File: config.mk
export PLATFORM = sky130hd
export DESIGN_NAME = ors_origin_return_sequencer
export DESIGN_NICKNAME = d
export VERILOG_FILES = /design/src/rtl/ors_pkg.sv /design/src/rtl/ors_origin_return_sequencer.sv
export SDC_FILE = /design/constraint.sdc
export NUM_CORES = 1
export LEC_CHECK = 0
export BUFFER_PORTS_ARGS = -buffer_cell sky130_fd_sc_hd__buf_2
export CAP_MARGIN = 15
export CORE_UTILIZATION = 60
export CTS_CLUSTER_DIAMETER = 40
export CTS_CLUSTER_SIZE = 40
export DETAILED_ROUTE_END_ITERATION = 7
export MAX_ROUTING_LAYER = met4
export PLACE_DENSITY = 0.86
export SLEW_MARGIN = 20
export SYNTH_ARGS = -nofsm -noshare
export SYNTH_HDL_FRONTEND = slang
export SYNTH_SLANG_ARGS = --single-unit
File: constraint.sdc
create_clock -name ref_clk -period 4.6 [get_ports ref_clk]
set_input_delay 0 -clock ref_clk [delete_from_list [all_inputs] [get_ports ref_clk]]
set_output_delay 0 -clock ref_clk [all_outputs]
set_load 0.02 [all_outputs]
File: src/rtl/ors_pkg.sv
// package of constants and types for the origin return sequencer
//
// Overview of operation
// - trigger mode 0: homing never starts, whatever else is set
// - trigger mode 1: home once automatically at first servo enable after power-up
// - trigger mode 2: home-start input rising edge starts homing whenever enabled and idle
// - detector 0: forward search on forward limit; afterwards its activation raises alarm
// - detector 1: reverse search on reverse limit; afterwards its activation raises warning
// - detector 2: forward search using home sensor as reference
// - detector 3: reverse search using home sensor as reference
// - detector 4/5: search encoder zero directly, forward 4, reverse 5
// - short-move 0: reverse at slow speed to nearest encoder zero as origin
// - short-move 1: continue in the search direction at slow speed to nearest encoder zero
// - short-move 2: with detectors 2-5, sensor rising edge or encoder zero is origin, then decelerate; detectors 0/1 act as short-move 1
// - stop mode 0: decelerate, then return to origin at slow speed
// - stop mode 1: decelerate and stop, overshoot left uncorrected
// - fast speed accepts 1 to 2000 r/min, default 1000
// - slow speed accepts 1 to 500 r/min, default 50
// - offset turns within +/-30000, pulses taken as written with no range check, default 0
// - homing operates only in internal position command mode
// - selector ranges 0-5, 0-2, 0-2, 0-1, all default 0
package ors_pkg;

    // register byte offsets
    localparam logic [3:0] ORS_OFS_SEL    = 4'h0;
    localparam logic [3:0] ORS_OFS_SPEED  = 4'h4;
    localparam logic [3:0] ORS_OFS_OFFSET = 4'h8;
    localparam logic [3:0] ORS_OFS_STATUS = 4'hc;

    // field positions in the selector, speed and offset registers
    localparam int ORS_SEL_DET_LSB  = 0;
    localparam int ORS_SEL_SHORT_LSB = 4;
    localparam int ORS_SEL_TRIG_LSB = 8;
    localparam int ORS_SEL_STOP_LSB = 12;
    localparam int ORS_SPD_SLOW_LSB = 16;
    localparam int ORS_OFF_PULSE_LSB = 16;

    // limits and reset values
    localparam logic [2:0]  ORS_DET_MAX     = 3'h5;
    localparam logic [1:0]  ORS_SHORT_MAX   = 2'h2;
    localparam logic [1:0]  ORS_TRIG_MAX    = 2'h2;
    localparam logic [10:0] ORS_FAST_MIN    = 11'h001;
    localparam logic [10:0] ORS_FAST_MAX    = 11'h7d0;
    localparam logic [10:0] ORS_FAST_RST    = 11'h3e8;
    localparam logic [10:0] ORS_SLOW_MIN    = 11'h001;
    localparam logic [10:0] ORS_SLOW_MAX    = 11'h1f4;
    localparam logic [10:0] ORS_SLOW_RST    = 11'h032;
    localparam logic signed [15:0] ORS_TURNS_MAX = 16'sh7530;
    localparam logic signed [15:0] ORS_TURNS_MIN = -16'sh7530;

    typedef enum logic [2:0] {
        ORS_IDLE, ORS_COARSE, ORS_FINE, ORS_DECEL, ORS_PULLBACK
    } ors_state_t;

    typedef struct packed {
        logic [2:0] det;
        logic [1:0] short_mv;
        logic [1:0] trig;
        logic       stop;
    } ors_cfg_t;

    typedef struct packed {
        logic        run;
        logic        dir_rev;
        logic [10:0] speed;
        logic        decel;
    } ors_motion_t;

endpackage

File: src/rtl/ors_origin_return_sequencer.sv
// origin return sequencer with avalon-mm register slave
`timescale 1ns/1ps
`default_nettype none
module ors_origin_return_sequencer
    import ors_pkg::*;
#(
    parameter int PULSE_W = 16
) (
    input  wire logic               ref_clk,
    input  wire logic               rst_b,
    input  wire logic               clk_en,
    input  wire logic [3:0]         avs_address,
    input  wire logic               avs_read,
    input  wire logic               avs_write,
    input  wire logic [31:0]        avs_writedata,
    input  wire logic [3:0]         avs_byteenable,
    output logic [31:0]             avs_readdata,
    output logic                    avs_waitrequest,
    output logic [1:0]              avs_response,
    input  wire logic               servo_enable,
    input  wire logic               internal_pos_mode,
    input  wire logic               home_start_input,
    input  wire logic               forward_limit_input,
    input  wire logic               reverse_limit_input,
    input  wire logic               home_sensor_input,
    input  wire logic               encoder_zero,
    input  wire logic               motion_stopped,
    input  wire logic               at_origin,
    output ors_motion_t             motion,
    output logic                    pos_load,
    output logic signed [15:0]      pos_load_turns,
    output logic signed [PULSE_W-1:0] pos_load_pulses,
    output logic                    home_done,
    output logic                    limit_alarm,
    output logic                    limit_warning
);

    typedef struct packed {
        ors_cfg_t            cfg;
        logic [10:0]         fast;
        logic [10:0]         slow;
        logic signed [15:0]  turns;
        logic [PULSE_W-1:0]  pulses;
        ors_state_t          st;
        logic                auto_used;
        logic                start_prev;
        logic                fwd_prev;
        logic                rev_prev;
        logic                sens_prev;
        logic                done;
        logic                alarm;
        logic                warn;
        logic                load;
        logic                ack;
        logic [31:0]         rdata;
        logic [1:0]          resp;
        ors_motion_t         mot;
    } ors_regs_t;

    ors_regs_t r_q;
    ors_regs_t r_d;

    function automatic logic [10:0] clamp_spd(input logic [10:0] v,
                                              input logic [10:0] lo,
                                              input logic [10:0] hi);
        clamp_spd = (v < lo) ? lo : ((v > hi) ? hi : v);
    endfunction

    function automatic logic [7:0] merge_byte(input logic [7:0] old_v,
                                              input logic [7:0] new_v,
                                              input logic en);
        merge_byte = en ? new_v : old_v;
    endfunction

    logic [31:0] wword;
    logic [31:0] cur_word;
    logic        trig_start;
    logic        fwd_rise;
    logic        rev_rise;
    logic        sens_rise;
    logic        coarse_hit;
    logic        search_rev;
    logic signed [15:0] t_in;

    always_comb begin
        case (avs_address)
            ORS_OFS_SEL: cur_word = {16'h0000, 3'b000, r_q.cfg.stop, 2'b00,
                                    r_q.cfg.trig, 2'b00, r_q.cfg.short_mv, 1'b0,
                                    r_q.cfg.det};
            ORS_OFS_SPEED: cur_word = {5'h00, r_q.slow, 5'h00, r_q.fast};
            ORS_OFS_OFFSET: cur_word = {r_q.pulses[15:0], r_q.turns};
            default: cur_word = 32'h0000_0000;
        endcase
        for (int i = 0; i < 4; i++) begin
            wword[i*8 +: 8] = merge_byte(cur_word[i*8 +: 8], avs_writedata[i*8 +: 8],
                                         avs_byteenable[i]);
        end
    end

    always_comb begin
        fwd_rise  = forward_limit_input & ~r_q.fwd_prev;
        rev_rise  = reverse_limit_input & ~r_q.rev_prev;
        sens_rise = home_sensor_input & ~r_q.sens_prev;
        search_rev = r_q.cfg.det[0];
        case (r_q.cfg.det)
            3'd0: coarse_hit = forward_limit_input;
            3'd1: coarse_hit = reverse_limit_input;
            3'd2, 3'd3: coarse_hit = sens_rise;
            default: coarse_hit = encoder_zero;
        endcase
        trig_start = 1'b0;
        if (servo_enable && internal_pos_mode && r_q.st == ORS_IDLE) begin
            case (r_q.cfg.trig)
                2'd1: trig_start = ~r_q.auto_used;
                2'd2: trig_start = home_start_input & ~r_q.start_prev;
                default: trig_start = 1'b0;
            endcase
        end
    end

    always_comb begin
        r_d = r_q;
        r_d.load = 1'b0;
        r_d.ack  = 1'b0;
        r_d.start_prev = home_start_input;
        r_d.fwd_prev   = forward_limit_input;
        r_d.rev_prev   = reverse_limit_input;
        r_d.sens_prev  = home_sensor_input;
        t_in = $signed(wword[15:0]);

        // register slave: one wait cycle, then answer
        if ((avs_read || avs_write) && !r_q.ack) begin
            r_d.ack  = 1'b1;
            r_d.resp = (avs_address[1:0] != 2'b00) ? 2'b10 : 2'b00;
            r_d.rdata = (avs_address == ORS_OFS_STATUS)
                ? {25'h0, r_q.warn, r_q.alarm, r_q.done, 1'b0, r_q.st}
                : cur_word;
        end

        // write lands on the edge that sees waitrequest low
        if (avs_write && r_q.ack) begin
            case (avs_address)
                ORS_OFS_SEL: begin
                    if (wword[2:0] <= ORS_DET_MAX) r_d.cfg.det = wword[2:0];
                    if (wword[5:4] <= ORS_SHORT_MAX) r_d.cfg.short_mv = wword[5:4];
                    if (wword[9:8] <= ORS_TRIG_MAX) r_d.cfg.trig = wword[9:8];
                    r_d.cfg.stop = wword[ORS_SEL_STOP_LSB];
                end
                ORS_OFS_SPEED: begin
                    r_d.fast = clamp_spd(wword[10:0], ORS_FAST_MIN, ORS_FAST_MAX);
                    r_d.slow = clamp_spd(wword[ORS_SPD_SLOW_LSB +: 11],
                                         ORS_SLOW_MIN, ORS_SLOW_MAX);
                end
                ORS_OFS_OFFSET: begin
                    if (t_in <= ORS_TURNS_MAX && t_in >= ORS_TURNS_MIN)
                        r_d.turns = t_in;
                    r_d.pulses = PULSE_W'(wword[ORS_OFF_PULSE_LSB +: 16]);
                end
                ORS_OFS_STATUS: begin
                    if (wword[5] && !(limit_evt_alarm())) r_d.alarm = 1'b0;
                    if (wword[6] && !(limit_evt_warn())) r_d.warn = 1'b0;
                end
                default: ;
            endcase
        end

        // limit roles after homing; set wins over software clear
        if (r_q.done && r_q.st == ORS_IDLE) begin
            if (r_q.cfg.det == 3'd0 && fwd_rise) r_d.alarm = 1'b1;
            if (r_q.cfg.det == 3'd1 && rev_rise) r_d.warn = 1'b1;
        end

        case (r_q.st)
            ORS_IDLE: begin
                r_d.mot.run = 1'b0;
                r_d.mot.decel = 1'b0;
                if (trig_start) begin
                    r_d.auto_used = 1'b1;
                    r_d.done = 1'b0;
                    r_d.st = ORS_COARSE;
                    r_d.mot.run = 1'b1;
                    r_d.mot.dir_rev = search_rev;
                    r_d.mot.speed = r_q.fast;
                end
            end
            ORS_COARSE: begin
                if (coarse_hit) begin
                    if (r_q.cfg.det >= 3'd4 || (r_q.cfg.short_mv == 2'd2 && r_q.cfg.det >= 3'd2)) begin
                        r_d.st = ORS_DECEL;
                        r_d.mot.decel = 1'b1;
                        r_d.load = 1'b1;
                    end else begin
                        r_d.st = ORS_FINE;
                        r_d.mot.speed = r_q.slow;
                        if (r_q.cfg.short_mv == 2'd0)
                            r_d.mot.dir_rev = ~r_q.mot.dir_rev;
                        else
                            r_d.mot.dir_rev = r_q.mot.dir_rev;
                    end
                end
            end
            ORS_FINE: begin
                if (encoder_zero) begin
                    r_d.st = ORS_DECEL;
                    r_d.mot.decel = 1'b1;
                    r_d.load = 1'b1;
                end
            end
            ORS_DECEL: begin
                if (motion_stopped) begin
                    if (r_q.cfg.stop == 1'b0) begin
                        r_d.st = ORS_PULLBACK;
                        r_d.mot.decel = 1'b0;
                        r_d.mot.speed = r_q.slow;
                        r_d.mot.dir_rev = ~r_q.mot.dir_rev;
                    end else begin
                        r_d.st = ORS_IDLE;
                        r_d.mot.run = 1'b0;
                        r_d.done = 1'b1;
                    end
                end
            end
            ORS_PULLBACK: begin
                if (at_origin) begin
                    r_d.st = ORS_IDLE;
                    r_d.mot.run = 1'b0;
                    r_d.done = 1'b1;
                end
            end
            default: r_d.st = ORS_IDLE;
        endcase

        if (!internal_pos_mode || !servo_enable) begin
            r_d.st = ORS_IDLE;
            r_d.mot.run = 1'b0;
            r_d.mot.decel = 1'b0;
        end
    end

    function automatic logic limit_evt_alarm();
        limit_evt_alarm = r_q.done && r_q.cfg.det == 3'd0 && forward_limit_input
                          && !r_q.fwd_prev;
    endfunction

    function automatic logic limit_evt_warn();
        limit_evt_warn = r_q.done && r_q.cfg.det == 3'd1 && reverse_limit_input
                         && !r_q.rev_prev;
    endfunction

    always_ff @(posedge ref_clk) begin
        if (!rst_b) begin
            r_q <= '0;
            r_q.fast <= ORS_FAST_RST;
            r_q.slow <= ORS_SLOW_RST;
            r_q.st <= ORS_IDLE;
        end else if (clk_en) begin
            r_q <= r_d;
        end
    end

    assign avs_waitrequest = (avs_read || avs_write) && !r_q.ack;
    assign avs_readdata    = r_q.rdata;
    assign avs_response    = r_q.resp;
    assign motion          = r_q.mot;
    assign pos_load        = r_q.load;
    assign pos_load_turns  = r_q.turns;
    assign pos_load_pulses = r_q.pulses;
    assign home_done       = r_q.done;
    assign limit_alarm     = r_q.alarm;
    assign limit_warning   = r_q.warn;

endmodule // ors_origin_return_sequencer
`default_nettype wire

==> results of run 1 <==
==> state kept, by name, indices dropped and copies added (netlist names) <==
register and flops:
limit_alarm 1, avs_response 1, avs_readdata 32, motion 14
home_done 1, pos_load_pulses 16, limit_warning 1, pos_load_turns 16
r_q 39, pos_load 1
==> logic make-up (layout without fill, tap and decap cells) <==
kind of cell / count (synthesis) / in the layout / synth area share
AO/OA/AOI/OAI: 211 / 211 / 0.214
AND/OR/NAND/NOR: 341 / 341 / 0.249
buffers and inverters: 148 / 209 / 0.127
adder cells (fa/ha/maj): 2 / 2 / 0.00361
XOR/XNOR: 1 / 1 / 0.00126
multiplexers: 36 / 36 / 0.0525
flip-flops: 122 / 122 / 0.352
other: 1 / 1 / 0.000541
==> per-stage QoR <==
step                cells  hold slack [ps]
floorplan             862              142
global placement     1012              268
detailed placement   1012              281
CTS                  1063           0.0726
global route         1063             49.9
finish               1063             9.80
==> final timing paths <==
| check | to | slack, ps | cells past startpoint |
|---|---|---|---|
| worst max-delay path | pos_load_turns[0] | 1500 | 7 |
| worst min-delay path | r_q[110] | 10 | 3 |
| worst max register to register | pos_load_turns[0] | 1500 | 7 |
| worst min register to register | avs_readdata[15] | 470 | 2 |
==> cells in the final DEF, fill, tap and decap left out, drive strengths merged, types with 10 or more instances in the layout <==
cell           n
inv           16
a22oi         21
o21ai         51
a21boi        32
or3           10
nor2          47
dfxtp        122
nor2b         22
and3          10
dlygate4sd3   19
buf          146
clkbuf        20
and2          21
nand3         28
nand2        132
nor3          22
a21oi         25
mux2i         33
==> cell type report <==
| type | instances | area, µm² | area share |
|---|---|---|---|
| multi-input cells | 592 | 3620 | 0.460 |
| flip-flops and latches | 122 | 2440 | 0.310 |
| repair buffers | 165 | 946 | 0.120 |
| clock buffers | 20 | 457 | 0.0580 |
| clock inverters | 12 | 186 | 0.0237 |
| well taps | 140 | 175 | 0.0223 |
| inverters | 12 | 45.0 | 0.00572 |
==> worst max-delay path, delay by kind of cell, from the launching register on <==
family / cells / cell delay, ps
compound gates: 4 / 1550
flops: 1 / 390
mux: 2 / 460
simple gates: 1 / 600
==> repair_timing <==
| action | CTS | global route |
|---|---|---|
| hold buffers | 19 | 0 |
| endpoints found under the hold margin | 16 | 0 |
| endpoints found under the setup margin | 0 | 0 |
==> power breakdown <==
group          total (mW)  internal (mW)  switching [mW]
Clock                1.45          0.942           0.507
Sequential           1.08           1.07          0.0110
Combinational       0.248         0.0892           0.158
==> layer usage <==
| layer | routed length, µm | global-route usage | vias up |
|---|---|---|---|
| li1 | - | - | 3059 |
| met1 | 8120 | 0.446 | 3031 |
| met2 | 9390 | 0.550 | 398 |
| met3 | 1980 | 0.0759 | 87 |
| met4 | 926 | 0.182 | 0 |
| met5 | 0 | - | - |
==> summary.txt, run 1 <==
dominant synthesized flop cell = dfxtp_1
Final Routed Wirelength = 20.4 mm
All-Layer GR Usage = 0.359
Worst-Margin Slew = 1050 ps
Tot Pwr = 2.78 mW
core box area = 11000 µm²
yosys warns = 0
worst hold path type = in -> reg
Die H = 109 µm
drt pass-1 iters = 6
Design Area, Final = 7870 µm²
#FFs+latches synth = 122
Clock Skew = 7.10 ps
WL/cell = 19.2 µm
Clock transition at path regs = 60 ps
Crit Reg-Reg Startpoint = r_q[122]
Max rail drop VDD = 331 µV
GP Congestion = 1.04
Post-Syn Instances = 862
RSZ-0062 raised after global routing = no
buffer count from post-CTS setup fixing = 0
f_max = 323 MHz
std cell rows = 38
Setup crit end kind = register
crit path from = r_q[122]
CP Max Fanout = 11
Setup violations, final = 0
initial antenna violation count = 0
drt initial violations = 676
largest cells by area after synthesis = dfxtp_1, buf_4, nand2_1
CP max stage cell = a22oi_2
H-tree levels = 4
Synth top cells by count = nand2_1, dfxtp_1, buf_4, clkbuf_1, o21ai_0
hold_sp = avs_writedata[6]
worst rel slew slack = 0.299
number of synthesized flops with an enable pin = 0
Worst-Skew Late Latency = 420 ps
share of cells above drive strength 1 = 0.217
Arr. time, crit path = 3440 ps
crit path cell chain = mux2i_1, a2bb2oi_1, o21ai_1, or4b_4, o41a_1, a22oi_2, mux2i_1
Routed Antenna Nets = 0
Leak = 3.31 nW
I/O Pins = 139
Startpoint Class = register
Max Slew Vio Count = 0
crit path time final = 3100 ps
Max Cap Viol = 0
Setup TNS = 0 ps
Clock Path Buffers = 2
most used cell, CP = mux2i_1
Placement Setup Slack = 1360 ps
register area share after synthesis = 0.352
Core Util, Final = 0.714
via/cell ratio = 6.19
number of global-route vias before repair = 6085
Die Width = 109 µm
syn avg cell area = 8.04 µm²
status = finished clean
largest net degree at the start of global routing = 87
Worst path max stage delay = 720 ps
CTS Buf Count = 17
count leader, synth = nand2_1
unique cell type count in the Yosys netlist = 70
Post-DP Area = 7040 µm²
nets = 966
post-synth top area share = 0.352
DPL Wire Length = 13.8 mm
Data required, critical path = 4950 ps
clock sinks = 122
largest area contributor in the netlist = dfxtp_1
die footprint = 12000 µm²
n_diodes = 0
Overflow after GRT = 0
Tcrit/Tclk final = 0.673
synthesized cell area = 6930 µm²
port bufs = 137
clock tree root driver cell = clkbuf_16
asr flop ratio synth = 0
CTS tree = built
FILL cells = 855
final hold vios = 0
Residual DRC = 0
global-route wire length before repair = 31.7 mm
Layout area overhead = 13.6%
Initial Utilization = 0.628
synthesized net count = 918
WS Path Type = reg -> reg
total number of vias = 6575
pwr dens = 353 nW/µm²
Worst Setup Slack, final = 1500 ps
CTS resizes = 0
Note: power is estimated with default switching activity, not from simulation.
==> run 2, diff against run 1 <==
CORE_UTILIZATION = 50   (was 60)
PLACE_DENSITY = 0.76   (was 0.86)
clock period = 2.67 ns   (was 4.6 ns; I/O delays follow)
==> summary.txt, run 2 (synthesized netlist as in run 1, its figures left out) <==
status = finished clean
largest net degree at the start of global routing = 73
most used cell, CP = mux2i_1
Max Cap Viol = 0
Clock Skew = 8.93 ps
crit path time final = 2480 ps
global-route wire length before repair = 32.0 mm
Arr. time, crit path = 2820 ps
worst hold path type = in -> reg
Die Width = 120 µm
drt initial violations = 709
clock sinks = 122
CTS Buf Count = 17
Worst path max stage delay = 570 ps
Placement Setup Slack = 147 ps
Overflow after GRT = 0
Startpoint Class = register
std cell rows = 42
Setup crit end kind = register
Setup violations, final = 0
Data required, critical path = 3010 ps
Die H = 120 µm
drt pass-1 iters = 8
pwr dens = 547 nW/µm²
Max rail drop VDD = 495 µV
area of the multi-input gates = 3620 µm²
FILL cells = 1209
die footprint = 14300 µm²
port bufs = 137
Biggest register = r_q
Final Routed Wirelength = 20.3 mm
CP Max Fanout = 4
Initial Utilization = 0.517
most common cell after layout, fill and taps aside = buf_2
WL/cell = 17.9 µm
CTS tree = built
DPL Wire Length = 14.7 mm
GP Congestion = 0.969
Worst Setup Slack, final = 191 ps
Worst-Margin Slew = 636 ps
final hold vios = 0
most frequent cells in the layout = buf_2, nand2_1, dfxtp_1, o21ai_0, nor2_1
Tcrit/Tclk final = 0.928
clock tree root driver cell = clkbuf_16
worst rel slew slack = 0.574
sequential cell area = 2440 µm²
Max Slew Vio Count = 0
via/cell ratio = 5.84
Clock transition at path regs = 60 ps
share of cells above drive strength 1 = 0.236
All-Layer GR Usage = 0.294
Worst-Skew Late Latency = 420 ps
core box area = 13400 µm²
WS Path Type = reg -> reg
CP max stage cell = or4b_4
n_diodes = 0
crit path cell chain = mux2i_1, o2bb2ai_1, a22o_1, or4b_4, o41a_1, a221oi_4, mux2i_1
number of global-route vias before repair = 5983
Clock Path Buffers = 2
RSZ-0062 raised after global routing = no
Layout area overhead = 16.8%
initial antenna violation count = 0
H-tree levels = 4
Residual DRC = 0
CTS resizes = 0
Routed Antenna Nets = 0
nets = 1002
max FFs per register = 39
total number of vias = 6596
f_max = 403 MHz
I/O Pins = 139
Leak = 3.45 nW
Setup TNS = 0 ps
[run 2: cell count changes in the layout (fill, tap and decap cells not counted), sizes merged]
cell	previous run	this run
clkbuf	20	23
dlygate4sd3	19	22
buf	146	179
clkinv	1	3
bufinv	4	1
clkinvlp	3	0
inv	16	12
[run 2: layer usage]
metal  global-route usage  vias up  share of wire
met5                    -        -              0
met4               0.0969        0          0.017
met3               0.0513       30          0.079
met2                0.454      317           0.46
met1                0.391     3124           0.45
li1                     -     3125              -
[run 2: worst paths after layout]
check	to	slack, ps	cells after the start	start
hold / removal	pos_load_pulses[10]	20	4	avs_writedata[26]
hold reg to reg	avs_readdata[27]	460	2	avs_readdata[27]
setup reg to reg	pos_load_turns[14]	190	7	r_q[105]
setup / recovery	pos_load_turns[14]	190	7	r_q[105]
[run 2: cell type report]
| cell class | count | area share |
|---|---|---|
| clock buffer | 23 | 0.0590 |
| timing repair buffer | 201 | 0.154 |
| clock inverter | 4 | 0.00556 |
| sequential | 122 | 0.302 |
| inverter | 12 | 0.00556 |
| tap | 176 | 0.0272 |
| multi-input combinational | 592 | 0.447 |
[run 2: power breakdown]
| part | internal [mW] | switching (mW) | leakage [nW] |
|---|---|---|---|
| clock network | 1.32 | 0.784 | 0.260 |
| logic | 0.181 | 0.286 | 2.20 |
| registers | 1.84 | 0.0130 | 0.985 |
| total | 3.34 | 1.08 | 3.45 |
[run 2: worst max-delay path, delay by kind of cell, from the launching register on]
kind / cells / cell delay (ps)
compound gates: 4 / 1120
simple gates: 1 / 570
mux: 2 / 370
flops: 1 / 340
[run 2: timing repair]
action,CTS,global route
hold buffers,22,0
hold endpoints to repair,18,0
setup endpoints to repair,0,5
setup buffers,0,0
[run 2: per-stage QoR]
step | hold WS, ps | total power [mW] | util | instance area, µm² | cells
2_1_floorplan | 142 | 2.17 | - | 6930 | 862
3_3_place_gp | 276 | 2.33 | 0.549 | 7350 | 1081
3_5_place_dp | 280 | 2.33 | 0.549 | 7350 | 1081
4_1_cts | 10.3 | 4.43 | 0.604 | 8100 | 1130
5_1_grt | 50.9 | 4.55 | 0.604 | 8100 | 1130
6_report | 24.8 | 4.43 | 0.604 | 8100 | 1130
